===== src/shared/lht_regs.svh =====
`ifndef LHT_REGS_SVH
`define LHT_REGS_SVH

`define LHT_CTRL_OFS 8'h00
`define LHT_MODE_OFS 8'h04
`define LHT_STAT_OFS 8'h08
`define LHT_MASK_OFS 8'h0c
`define LHT_ID_OFS 8'h10
`define LHT_DIV_OFS 8'h14

`define LHT_CTRL_STATUS_RESET_CMD_BIT 0
`define LHT_CTRL_SEND_BIT 1
`define LHT_MODE_MASTER_BIT 0
`define LHT_MODE_PARITY_BIT 1
`define LHT_STAT_TXFREE_BIT 5
`define LHT_STAT_BUSY_BIT 6
`define LHT_STATUS_RESET_CMD_CLEAR 5'h07

`define LHT_MODE_RESET 2'h0
`define LHT_MASK_RESET 5'h00
`define LHT_ID_RESET 8'h00
`define LHT_DIV_RESET 16'h1458

`define LHT_BREAK_TX_BITS 4'hd
`define LHT_DELIM_TX_BITS 4'h1
`define LHT_CHAR_BITS 4'ha
`define LHT_BREAK_RX_BITS 20'h0000b
`define LHT_SYNC_CHAR 8'h55
`define LHT_SYNC_FALLS 2'h3
`define LHT_HDR_MAX_BITS 8'h31

`endif


===== src/shared/lht_pkg.sv =====
package lht_pkg;

   typedef struct packed {
      logic parity_err;
      logic sync_err;
      logic header_timeout;
      logic identifier_done;
      logic break_done;
   } lht_status_type;

   typedef enum logic [1:0] {
      TX_IDLE,
      TX_BREAK,
      TX_DELIM,
      TX_CHAR
   } lht_tx_state_type;

   typedef enum logic [2:0] {
      RX_IDLE,
      RX_WAIT_HIGH,
      RX_WAIT_START,
      RX_START,
      RX_DATA,
      RX_STOP
   } lht_rx_state_type;

endpackage


===== src/core/lht_lin_header.sv =====
// Contract
// - Master header opens with 13 dominant bit times, then 1 recessive bit time.
// - After the break the master sends the synch character 0x55.
// - Transmitted identifier is the value last written to the identifier register.
// - Transmit may compute and insert identifier parity bits automatically.
// - Transmit-ready flag rises when the identifier enters the transmit shift register.
// - Identifier-done flag sets once the transmitted identifier field is complete.
// - Break-done and identifier-done stay set until the status-reset command; the code also clears them on a write of one to the status register.
// - Slave frame handling starts only with a received header.
// - Slave detects break after 11 consecutive dominant bit times, checked continuously.
// - Before a break is detected the slave stays idle, ignoring characters.
// - On break the slave sets break-done, then uses the synch character for baud.
// - A received synch character other than 0x55 raises an inconsistent-synch error.
// - The character after the synch character is taken as the identifier.
// - On identifier reception set identifier-done and load the identifier character field.
// - Reception may compute and check the identifier parity bits automatically.
// - Header not complete within the maximum header time sets header time-out.
// - Status-reset command clears identifier-done, break-done and header time-out.
//
// Register access over Wishbone and the register addresses were left to the implementer.
`include "lht_regs.svh"
`timescale 1ns/1ns
`default_nettype none

module lht_lin_header
   import lht_pkg::*;
#(
   parameter int DIV_W = 16
) (
   input wire logic clk_sys,
   input wire logic rst,
   input wire logic wb_cyc_i,
   input wire logic wb_stb_i,
   input wire logic wb_we_i,
   input wire logic [7:0] wb_adr_i,
   input wire logic [3:0] wb_sel_i,
   input wire logic [31:0] wb_dat_i,
   output logic [31:0] wb_dat_o,
   output logic wb_ack_o,
   output logic irq_o,
   input wire logic lin_rx_in,
   output logic lin_tx_out
);

   function automatic logic hit(input logic [7:0] adr, input logic [7:0] ofs);
      return adr == ofs;
   endfunction

   function automatic logic [1:0] id_parity(input logic [5:0] id);
      return {~(id[1] ^ id[3] ^ id[4] ^ id[5]), id[0] ^ id[1] ^ id[2] ^ id[4]};
   endfunction

   logic bus_req;
   logic wr_lo;
   logic [1:0] mode_reg;
   lht_status_type mask_reg;
   lht_status_type status_reg;
   lht_status_type status_next;
   lht_status_type status_ev;
   lht_status_type status_clr;
   logic [7:0] lin_identifier_reg;
   logic [DIV_W-1:0] div_reg;
   logic status_reset_cmd;
   logic send_cmd;
   logic master;

   lht_tx_state_type tx_state;
   logic [DIV_W-1:0] tx_clk;
   logic [3:0] tx_bits;
   logic [9:0] tx_shift;
   logic tx_is_id;
   logic tx_tick;
   logic tx_holding_free_flag;
   logic tx_brk_ev;
   logic tx_id_ev;
   logic [7:0] tx_id_char;

   logic rx_meta;
   logic rx_sync;
   logic rx_prev;
   logic rx_fall;
   logic [19:0] low_cnt;
   logic [19:0] brk_thresh;
   logic brk_seen;
   logic brk_det;
   lht_rx_state_type rx_state;
   logic [DIV_W-1:0] rx_clk;
   logic [2:0] rx_n;
   logic [7:0] rx_shift;
   logic [7:0] rx_char;
   logic rx_phase_id;
   logic rx_id_ev;
   logic rx_sync_err_ev;
   logic rx_par_err_ev;
   logic baud_load;
   logic [19:0] meas_clk;
   logic [1:0] fall_n;
   logic [DIV_W-1:0] meas_div;

   logic hto_run;
   logic [DIV_W-1:0] hto_clk;
   logic [7:0] hto_bits;
   logic hto_ev;
   logic busy;

   assign bus_req = wb_cyc_i & wb_stb_i & ~wb_ack_o;
   assign wr_lo = bus_req & wb_we_i & wb_sel_i[0];
   assign master = mode_reg[`LHT_MODE_MASTER_BIT];
   assign status_reset_cmd = wr_lo & hit(wb_adr_i, `LHT_CTRL_OFS) & wb_dat_i[`LHT_CTRL_STATUS_RESET_CMD_BIT];
   assign send_cmd = wr_lo & hit(wb_adr_i, `LHT_CTRL_OFS) & wb_dat_i[`LHT_CTRL_SEND_BIT] & master
      & (tx_state == TX_IDLE);
   assign busy = (tx_state != TX_IDLE) | (rx_state != RX_IDLE) | hto_run;

   // The bus answers every request one cycle later, unmapped offsets read as zero.
   always_ff @(posedge clk_sys or posedge rst) begin
      if (rst) begin
         wb_ack_o <= 1'b0;
         wb_dat_o <= 32'h00000000;
      end else begin
         wb_ack_o <= bus_req;
         if (bus_req) begin
            if (hit(wb_adr_i, `LHT_MODE_OFS)) begin
               wb_dat_o <= {30'h00000000, mode_reg};
            end else if (hit(wb_adr_i, `LHT_STAT_OFS)) begin
               wb_dat_o <= {25'h0000000, busy, tx_holding_free_flag, status_reg};
            end else if (hit(wb_adr_i, `LHT_MASK_OFS)) begin
               wb_dat_o <= {27'h0000000, mask_reg};
            end else if (hit(wb_adr_i, `LHT_ID_OFS)) begin
               wb_dat_o <= {24'h000000, lin_identifier_reg};
            end else if (hit(wb_adr_i, `LHT_DIV_OFS)) begin
               wb_dat_o <= {{(32 - DIV_W){1'b0}}, div_reg};
            end else begin
               wb_dat_o <= 32'h00000000;
            end
         end
      end
   end

   always_ff @(posedge clk_sys or posedge rst) begin
      if (rst) begin
         mode_reg <= `LHT_MODE_RESET;
         mask_reg <= `LHT_MASK_RESET;
      end else if (wr_lo) begin
         if (hit(wb_adr_i, `LHT_MODE_OFS)) begin
            mode_reg <= wb_dat_i[1:0];
         end
         if (hit(wb_adr_i, `LHT_MASK_OFS)) begin
            mask_reg <= wb_dat_i[4:0];
         end
      end
   end

   // A received identifier overrides a software write in the same cycle.
   always_ff @(posedge clk_sys or posedge rst) begin
      if (rst) begin
         lin_identifier_reg <= `LHT_ID_RESET;
      end else if (rx_id_ev) begin
         lin_identifier_reg <= rx_char;
      end else if (wr_lo & hit(wb_adr_i, `LHT_ID_OFS)) begin
         lin_identifier_reg <= wb_dat_i[7:0];
      end
   end

   always_ff @(posedge clk_sys or posedge rst) begin
      if (rst) begin
         div_reg <= DIV_W'(`LHT_DIV_RESET);
      end else if (baud_load) begin
         div_reg <= meas_div;
      end else if (bus_req & wb_we_i & hit(wb_adr_i, `LHT_DIV_OFS) & (&wb_sel_i[1:0])) begin
         div_reg <= wb_dat_i[DIV_W-1:0];
      end
   end

   // Sticky flags: a set in the same cycle as a clear wins.
   always_comb begin
      status_ev = '0;
      status_ev.break_done = tx_brk_ev | brk_det;
      status_ev.identifier_done = tx_id_ev | rx_id_ev;
      status_ev.header_timeout = hto_ev;
      status_ev.sync_err = rx_sync_err_ev;
      status_ev.parity_err = rx_par_err_ev;
      status_clr = '0;
      if (wr_lo & hit(wb_adr_i, `LHT_STAT_OFS)) begin
         status_clr = wb_dat_i[4:0];
      end
      if (status_reset_cmd) begin
         status_clr = status_clr | `LHT_STATUS_RESET_CMD_CLEAR;
      end
      status_next = (status_reg & ~status_clr) | status_ev;
   end

   always_ff @(posedge clk_sys or posedge rst) begin
      if (rst) begin
         status_reg <= '0;
         irq_o <= 1'b0;
      end else begin
         status_reg <= status_next;
         irq_o <= |(status_next & mask_reg);
      end
   end

   assign tx_id_char = mode_reg[`LHT_MODE_PARITY_BIT] ?
      {id_parity(lin_identifier_reg[5:0]), lin_identifier_reg[5:0]} : lin_identifier_reg;
   assign tx_tick = (tx_state != TX_IDLE) & (tx_clk == div_reg - 1'b1);

   always_ff @(posedge clk_sys or posedge rst) begin
      if (rst) begin
         tx_clk <= '0;
      end else if (send_cmd | tx_tick) begin
         tx_clk <= '0;
      end else if (tx_state != TX_IDLE) begin
         tx_clk <= tx_clk + 1'b1;
      end
   end

   always_ff @(posedge clk_sys or posedge rst) begin
      if (rst) begin
         tx_state <= TX_IDLE;
         tx_bits <= 4'h0;
         tx_shift <= 10'h3ff;
         tx_is_id <= 1'b0;
         tx_holding_free_flag <= 1'b1;
         tx_brk_ev <= 1'b0;
         tx_id_ev <= 1'b0;
         lin_tx_out <= 1'b1;
      end else begin
         tx_brk_ev <= 1'b0;
         tx_id_ev <= 1'b0;
         unique case (tx_state)
            TX_IDLE: begin
               lin_tx_out <= 1'b1;
               if (send_cmd) begin
                  tx_state <= TX_BREAK;
                  tx_bits <= `LHT_BREAK_TX_BITS;
                  tx_holding_free_flag <= 1'b0;
                  lin_tx_out <= 1'b0;
               end
            end
            TX_BREAK: begin
               if (tx_tick & (tx_bits == 4'h1)) begin
                  tx_state <= TX_DELIM;
                  tx_bits <= `LHT_DELIM_TX_BITS;
                  lin_tx_out <= 1'b1;
               end else if (tx_tick) begin
                  tx_bits <= tx_bits - 1'b1;
               end
            end
            TX_DELIM: begin
               if (tx_tick) begin
                  tx_brk_ev <= 1'b1;
                  tx_shift <= {1'b1, `LHT_SYNC_CHAR, 1'b0};
                  tx_bits <= `LHT_CHAR_BITS;
                  tx_is_id <= 1'b0;
                  tx_state <= TX_CHAR;
                  lin_tx_out <= 1'b0;
               end
            end
            TX_CHAR: begin
               if (tx_tick & (tx_bits == 4'h1)) begin
                  if (!tx_is_id) begin
                     tx_shift <= {1'b1, tx_id_char, 1'b0};
                     tx_bits <= `LHT_CHAR_BITS;
                     tx_is_id <= 1'b1;
                     tx_holding_free_flag <= 1'b1;
                     lin_tx_out <= 1'b0;
                  end else begin
                     tx_id_ev <= 1'b1;
                     tx_state <= TX_IDLE;
                     lin_tx_out <= 1'b1;
                  end
               end else if (tx_tick) begin
                  tx_bits <= tx_bits - 1'b1;
                  tx_shift <= {1'b1, tx_shift[9:1]};
                  lin_tx_out <= tx_shift[1];
               end
            end
         endcase
      end
   end

   always_ff @(posedge clk_sys or posedge rst) begin
      if (rst) begin
         rx_meta <= 1'b1;
         rx_sync <= 1'b1;
         rx_prev <= 1'b1;
      end else begin
         rx_meta <= lin_rx_in;
         rx_sync <= rx_meta;
         rx_prev <= rx_sync;
      end
   end

   assign rx_fall = rx_prev & ~rx_sync;
   assign brk_thresh = 20'(div_reg) * `LHT_BREAK_RX_BITS;

   // Only one detection per dominant stretch, however long it lasts.
   always_ff @(posedge clk_sys or posedge rst) begin
      if (rst) begin
         low_cnt <= 20'h00000;
         brk_seen <= 1'b0;
         brk_det <= 1'b0;
      end else begin
         brk_det <= 1'b0;
         if (rx_sync | master) begin
            low_cnt <= 20'h00000;
            brk_seen <= 1'b0;
         end else if (!brk_seen) begin
            low_cnt <= low_cnt + 20'h00001;
            if (low_cnt == brk_thresh - 20'h00001) begin
               brk_det <= 1'b1;
               brk_seen <= 1'b1;
            end
         end
      end
   end

   always_ff @(posedge clk_sys or posedge rst) begin
      if (rst) begin
         rx_state <= RX_IDLE;
         rx_clk <= '0;
         rx_n <= 3'h0;
         rx_shift <= 8'h00;
         rx_char <= 8'h00;
         rx_phase_id <= 1'b0;
         rx_id_ev <= 1'b0;
         rx_sync_err_ev <= 1'b0;
         rx_par_err_ev <= 1'b0;
         baud_load <= 1'b0;
      end else begin
         rx_id_ev <= 1'b0;
         rx_sync_err_ev <= 1'b0;
         rx_par_err_ev <= 1'b0;
         baud_load <= 1'b0;
         rx_clk <= rx_clk + 1'b1;
         if (brk_det) begin
            rx_state <= RX_WAIT_HIGH;
            rx_phase_id <= 1'b0;
         end else begin
            unique case (rx_state)
               RX_IDLE: begin
               end
               RX_WAIT_HIGH: begin
                  if (rx_sync) begin
                     rx_state <= RX_WAIT_START;
                  end
               end
               RX_WAIT_START: begin
                  if (rx_fall) begin
                     rx_clk <= '0;
                     rx_state <= RX_START;
                  end
               end
               RX_START: begin
                  if (rx_clk == {1'b0, div_reg[DIV_W-1:1]}) begin
                     rx_clk <= '0;
                     rx_n <= 3'h0;
                     rx_state <= rx_sync ? RX_WAIT_START : RX_DATA;
                  end
               end
               RX_DATA: begin
                  if (rx_clk == div_reg - 1'b1) begin
                     rx_clk <= '0;
                     rx_shift <= {rx_sync, rx_shift[7:1]};
                     rx_n <= rx_n + 1'b1;
                     if (rx_n == 3'h7) begin
                        rx_state <= RX_STOP;
                     end
                  end
               end
               RX_STOP: begin
                  if (rx_clk == div_reg - 1'b1) begin
                     rx_char <= rx_shift;
                     if (!rx_phase_id) begin
                        rx_sync_err_ev <= (rx_shift != `LHT_SYNC_CHAR);
                        baud_load <= (rx_shift == `LHT_SYNC_CHAR) & (meas_div != '0);
                        rx_phase_id <= 1'b1;
                        rx_state <= RX_WAIT_START;
                     end else begin
                        rx_id_ev <= 1'b1;
                        rx_par_err_ev <= mode_reg[`LHT_MODE_PARITY_BIT]
                           & (rx_shift[7:6] != id_parity(rx_shift[5:0]));
                        rx_state <= RX_IDLE;
                     end
                  end
               end
            endcase
         end
      end
   end

   // The synch character spans eight bit times from its start edge to its fourth later falling edge.
   always_ff @(posedge clk_sys or posedge rst) begin
      if (rst) begin
         meas_clk <= 20'h00000;
         fall_n <= 2'h0;
         meas_div <= '0;
      end else if ((rx_state == RX_WAIT_START) & rx_fall & !rx_phase_id) begin
         meas_clk <= 20'h00000;
         fall_n <= 2'h0;
         meas_div <= '0;
      end else if (!rx_phase_id & (rx_state inside {RX_START, RX_DATA, RX_STOP})) begin
         meas_clk <= meas_clk + 20'h00001;
         if (rx_fall) begin
            fall_n <= fall_n + 2'h1;
            if (fall_n == `LHT_SYNC_FALLS) begin
               meas_div <= DIV_W'((meas_clk + 20'h00001) >> 3);
            end
         end
      end
   end

   always_ff @(posedge clk_sys or posedge rst) begin
      if (rst) begin
         hto_run <= 1'b0;
         hto_clk <= '0;
         hto_bits <= 8'h00;
         hto_ev <= 1'b0;
      end else begin
         hto_ev <= 1'b0;
         if (brk_det) begin
            hto_run <= 1'b1;
            hto_clk <= '0;
            hto_bits <= 8'h00;
         end else if (rx_id_ev) begin
            hto_run <= 1'b0;
         end else if (hto_run) begin
            if (hto_clk == div_reg - 1'b1) begin
               hto_clk <= '0;
               hto_bits <= hto_bits + 8'h01;
               if (hto_bits == `LHT_HDR_MAX_BITS - 8'h01) begin
                  hto_ev <= 1'b1;
                  hto_run <= 1'b0;
               end
            end else begin
               hto_clk <= hto_clk + 1'b1;
            end
         end
      end
   end

endmodule // lht_lin_header

`default_nettype wire


===== config.mk =====
export PLATFORM = sky130hd
export DESIGN_NAME = lht_lin_header
export DESIGN_NICKNAME = d
export VERILOG_FILES = /design/src/shared/lht_pkg.sv /design/src/core/lht_lin_header.sv
export VERILOG_INCLUDE_DIRS = /design/src /design/src/shared
export SDC_FILE = /design/constraint.sdc
export NUM_CORES = 1
export LEC_CHECK = 0
export BUFFER_PORTS_ARGS = -buffer_cell sky130_fd_sc_hd__buf_2
export CAP_MARGIN = 10
export CORE_MARGIN = 2
export CORE_UTILIZATION = 56
export CTS_CLUSTER_DIAMETER = 60
export DETAILED_ROUTE_END_ITERATION = 7
export GPL_ROUTABILITY_DRIVEN = 1
export MAX_ROUTING_LAYER = met4
export PLACE_DENSITY = 0.74
export SYNTH_ARGS = -nofsm -noshare
export SYNTH_HDL_FRONTEND = slang
export SYNTH_SLANG_ARGS = --single-unit

===== constraint.sdc =====
create_clock -name clk_sys -period 15.92 [get_ports clk_sys]
set_clock_uncertainty 0.05 [all_clocks]
set_input_delay 1.592 -clock clk_sys [delete_from_list [all_inputs] [get_ports clk_sys]]
set_output_delay 1.592 -clock clk_sys [all_outputs]
set_load 0.05 [all_outputs]

==> results of run 1 <==
==> cells by family after synthesis <==
family / Yosys count / synth area share, %
AO/OA/AOI/OAI: 271 / 11.8
multiplexers: 67 / 4.94
buffers and inverters: 179 / 5.34
flip-flops: 220 / 37.5
XOR/XNOR: 182 / 12.8
AND/OR/NAND/NOR: 563 / 18.9
adder cells (fa/ha/maj): 86 / 8.72
other: 1 / 0.0254
==> worst max path at each step <==
| stage | endpoint | cells after the start | slack [ps] |
|---|---|---|---|
| after floorplan | baud_load | 1 | 8290 |
| after global placement | rx_shift[6] | 10 | 11250 |
| after detailed placement | rx_shift[3] | 10 | 11150 |
| after CTS | rx_shift[3] | 10 | 11140 |
| after global routing | tx_state[1] | 11 | 10780 |
| final | rx_shift[3] | 10 | 11080 |
==> cells in the mapped netlist (all sizes together) (30+ instances only) <==
| master | n | share of area [%] |
|---|---|---|
| dfrtp | 202 | 34 |
| nand2 | 168 | 4.3 |
| nor2 | 125 | 3.2 |
| o21ai | 93 | 3.2 |
| xnor2 | 90 | 5.3 |
| inv | 84 | 2.1 |
| xor2 | 71 | 4.2 |
| clkbuf | 63 | 1.6 |
| ha | 58 | 4.9 |
| a21oi | 56 | 1.9 |
| nand3 | 53 | 1.8 |
| mux2 | 37 | 2.9 |
| nor3 | 37 | 1.3 |
| mux2i | 30 | 2.0 |
==> power by group <==
part / leakage [nW] / total (mW) / internal, mW / switching (mW)
registers: 2.92 / 0.604 / 0.579 / 0.0250
clock network: 0.428 / 0.601 / 0.356 / 0.246
logic: 4.06 / 0.223 / 0.0808 / 0.142
==> layout make-up <==
| type | count | area (µm²) |
|---|---|---|
| Inverter | 86 | 335 |
| Multi-Input combinational cell | 1185 | 8500 |
| Sequential cell | 220 | 5530 |
| Fill cell | 2174 | 10000 |
| Timing Repair Buffer | 60 | 325 |
| Tap cell | 335 | 419 |
| Clock buffer | 41 | 778 |
| Clock inverter | 9 | 98.8 |
==> metal layers <==
layer | part of all wire (%) | vias to the layer above | track usage [%]
met3 | 6.1 | 75 | 4.05
li1 | - | 5430 | -
met2 | 47 | 341 | 42.6
met5 | 0 | - | -
met4 | 3.1 | 0 | 8.32
met1 | 43 | 5676 | 35.4
==> impl_metrics.json, run 1 <==
{
  "outcome": "complete, no violations",
  "dr.pass1.iters": 5,
  "die_w_um": 166,
  "design_area_um2": 16000,
  "slew-limit-headroom_pct": 19.3,
  "viasPerCell": 5.95,
  "irDropWorstVdd_mv": 0.108,
  "final_nets": 1716,
  "post-cts-setup-buffers": 0,
  "reg2reg_from": "div_reg[1]",
  "wl_per_cell_um": 18.5,
  "post-route-period-util_pct": 30.4,
  "dpl.hpwl_um": 26000,
  "rr_endpoint": "rx_shift[3]",
  "cts_max_level": 1,
  "maxSlewViolCount": 0,
  "grt_pass1_wl_um": 58700,
  "setup_viol": 0,
  "rsz0062_at_grt": "false",
  "clock_latency_ps": 550,
  "reg2reg_slack_ps": 11080,
  "syn_area_um2": 14700,
  "drive_gt1_share_pct": 11.5,
  "yosysSeqAreaShare_pct": 37.5,
  "whs_path_depth": 0,
  "critical-path-top-delay-family": "simple AND/OR/NAND/NOR gates",
  "yosys_warnings": 0,
  "place_inst": 1886,
  "grt_overflow_total": 0,
  "cts_hold_buf": 0,
  "syn_area_per_cell_um2": 9.40,
  "dr.first_iter.drc_count": 1077,
  "final_hold_viol_count": 0,
  "path_cells": "inv_1, ha_1, nor2b_1, xnor3_1, nor4_2, nand4_1, or4b_1, or4b_4, nor3_4, mux2_2",
  "holdWs_ps": 307,
  "worstPathRequired_ps": 16300,
  "min_from": "rx_meta",
  "place_ws_ps": 11150,
  "grt_pass1_vias": 11300,
  "finalCriticalPeriod_ps": 4840,
  "finalCoreUtilization_pct": 61.5,
  "synth-main-ff-cell": "dfrtp_1",
  "path_buf_inv": 1,
  "grt_antenna_before_repair": 0,
  "gp_congestion": 0.948,
  "rows": 59,
  "power.density_nw_per_um2": 89.3,
  "fmax_ghz": 0.206,
  "worstSetupPathType": "reg2reg",
  "start_kind": "flip-flop",
  "grt_max_degree": 151,
  "diodes": 0,
  "pin_count": 85,
  "tightestPinTransition_ps": 1210,
  "reg_top3": "low_cnt (20), meas_clk (19)",
  "clkTransAtPathRegs_ps": 60,
  "port_buffers": 50,
  "die_h_um": 166,
  "core_um2": 26000,
  "synth_edf_count": 0,
  "p_total_mw": 1.43,
  "clockBufferDepth": 3,
  "die-area_um2": 27600,
  "drc_errors": 0,
  "r2r_cells": 10,
  "mostFrequentLayoutCells": "dfrtp_1 (202), nand2_1 (168), nor2_1 (125)",
  "placed_area_um2": 15100,
  "hold_path_class": "reg2reg",
  "ys_ff_latch": 220,
  "cts_resized": 0,
  "hold_path_end": "rx_sync",
  "initial_core_util_pct": 56.7,
  "cts.sinks": 220,
  "stdcell_count": 1936,
  "top_register": "low_cnt",
  "layout_setup_ws_ps": 11080,
  "maxCapViolCount": 0,
  "cp-startpoint": "div_reg[1]",
  "critPathArrivalTime_ps": 5230,
  "grt_usage_pct": 26.7,
  "ant_nets": 0,
  "cts_root_buffer": "clkbuf_16",
  "synth_cell_types": 87,
  "end_kind": "flip-flop",
  "wl_um": 35700,
  "vias": 11500,
  "leakage_nw": 7.40,
  "cts_made_buffers": 27,
  "area_delta_synth_final_pct": 8.40,
  "slowest_stage": "nor2b_1",
  "cpPeakStageDelay_ps": 650,
  "cp_max_fo": 15,
  "finalSetupTns_ps": 0,
  "cts_tree": "yes",
  "largest_reg_flops": 20,
  "final_common_cell": "dfrtp_1",
  "synthCells": 1569,
  "synthArstFlopShare_pct": 100
}
No activity file was read; power rests on OpenSTA's default activity.
==> inputs of run 2 (changes only) <==
Settings changed: PLACE_DENSITY 0.74 to 0.77.
Clock period 15.92 ns to 4.2 ns, I/O delays scaled along.
==> run 2 against run 1 <==
  * First-iteration DRC count shrank 23%
  * Via count grew 0.70%
  * Critical endpoint is now rx_char[2]
  * Hold slack lost 210 ps
  * Setup slack lost 11000 ps
  * Largest cell class unchanged
  * Total power grew to 3.9 times the previous value
==> impl_metrics.json, run 2 (same netlist as run 1, synthesis figures left out) <==
{
  "drive_gt1_share_pct": 14.8,
  "grt_usage_pct": 27.8,
  "mostFrequentLayoutCells": "dfrtp_1 (202), nand2_1 (168), nor2_1 (125)",
  "wl_per_cell_um": 18.7,
  "dpl.hpwl_um": 27600,
  "cts_made_buffers": 26,
  "clock_latency_ps": 560,
  "top_register": "low_cnt",
  "ant_nets": 0,
  "final_nets": 1760,
  "initial_core_util_pct": 56.7,
  "placed_area_um2": 15400,
  "pin_count": 85,
  "slew-limit-headroom_pct": 31.8,
  "finalCriticalPeriod_ps": 4000,
  "setup_viol": 0,
  "irDropWorstVdd_mv": 0.372,
  "grt_max_degree": 97,
  "final_common_cell": "dfrtp_1",
  "hold_path_class": "in2reg",
  "rsz0062_at_grt": "false",
  "cts_tree": "yes",
  "dr.pass1.iters": 5,
  "maxCapViolCount": 0,
  "place_inst": 1928,
  "power.density_nw_per_um2": 337,
  "vias": 11600,
  "final_hold_viol_count": 0,
  "grt_pass1_vias": 11400,
  "worstSetupPathType": "reg2reg",
  "die_h_um": 166,
  "wl_um": 37100,
  "design_area_um2": 16500,
  "clockBufferDepth": 3,
  "outcome": "complete, no violations",
  "area_delta_synth_final_pct": 11.6,
  "core_um2": 26000,
  "gp_congestion": 0.959,
  "fmax_ghz": 0.250,
  "end_kind": "flip-flop",
  "critPathArrivalTime_ps": 4400,
  "die-area_um2": 27600,
  "maxSlewViolCount": 0,
  "stdcell_count": 1980,
  "viasPerCell": 5.86,
  "finalSetupTns_ps": 0,
  "rows": 59,
  "cts.sinks": 220,
  "leakage_nw": 7.62,
  "largest_reg_flops": 20,
  "clkTransAtPathRegs_ps": 60,
  "grt_antenna_before_repair": 1,
  "drc_errors": 0,
  "post-route-period-util_pct": 95.3,
  "reg_top3": "low_cnt (20), meas_clk (19)",
  "port_buffers": 50,
  "die_w_um": 166,
  "fillCellCount": 2161,
  "start_kind": "flip-flop",
  "worstPathRequired_ps": 4600,
  "cp_max_fo": 12,
  "dr.first_iter.drc_count": 825,
  "cts_max_level": 1,
  "cts_root_buffer": "clkbuf_16",
  "grt_overflow_total": 0,
  "grt_pass1_wl_um": 61000,
  "tightestPinTransition_ps": 1020
}
run 2: critical path, stage by stage (launching register included):
cell and delay (ps):
dfrtp_1 390, inv_1 250, ha_2 350, and2_1 220, xnor3_1 250, nor4_2 330
nand4_1 120, or4b_1 560, or4b_4 600, nor3b_4 180, buf_4 220, mux2_2 350
run 2: layer usage:
layer  wire length, µm  global-route usage (%)  vias up
met4               954                    6.82        0
met1             16600                    38.3     5730
li1                  -                       -     5510
met5                 0                       -        -
met2             17600                    43.9      294
met3              1990                    4.17       69
run 2: path summary, 6_finish.rpt:
kind	from	end	slack [ps]	cells after the start
max reg2reg	div_reg[2]	rx_char[2]	200	11
max	div_reg[2]	rx_char[2]	200	11
min	wb_dat_i[11]	div_reg[11]	100	3
min in group asynchronous	rst	meas_clk[15]	350	3
min reg2reg	rx_meta	rx_sync	310	0
max in group asynchronous	rst	low_cnt[1]	2810	4
run 2: final cells by class:
type	instances	area, µm²	area share, %
tap	335	419	2.55
multi-input combinational	1185	8570	52.1
clock inverter	9	154	0.935
clock buffer	39	759	4.61
sequential	220	5530	33.6
antenna	1	2.50	0.0152
timing repair buffer	105	693	4.21
inverter	86	335	2.04
run 2: stage by stage:
stage | utilization [%] | power (mW) | setup WS (ps) | hold slack, ps
floorplan | - | 2.96 | 235 | 295
global placement | 59.4 | 3.16 | 204 | 296
detailed placement | 59.4 | 3.19 | 177 | 299
CTS | 63.0 | 5.56 | 149 | 96.2
global route | 63.3 | 5.78 | 1.27 | 103
finish | 63.3 | 5.54 | 198 | 97.4
run 2: what timing repair did:
item / CTS / global route
hold buffers: 2 / 0
setup buffers: 0 / 1
endpoints found under the hold margin: 13 / 0
gates resized for setup: 0 / 18
setup endpoints to repair: 0 / 11
run 2: report_power, final:
group | internal, mW | leakage [nW] | total, mW | switching (mW)
logic | 0.325 | 4.27 | 0.881 | 0.557
registers | 2.19 | 2.92 | 2.29 | 0.0968
clock network | 1.44 | 0.438 | 2.37 | 0.934
total | 3.96 | 7.62 | 5.54 | 1.59
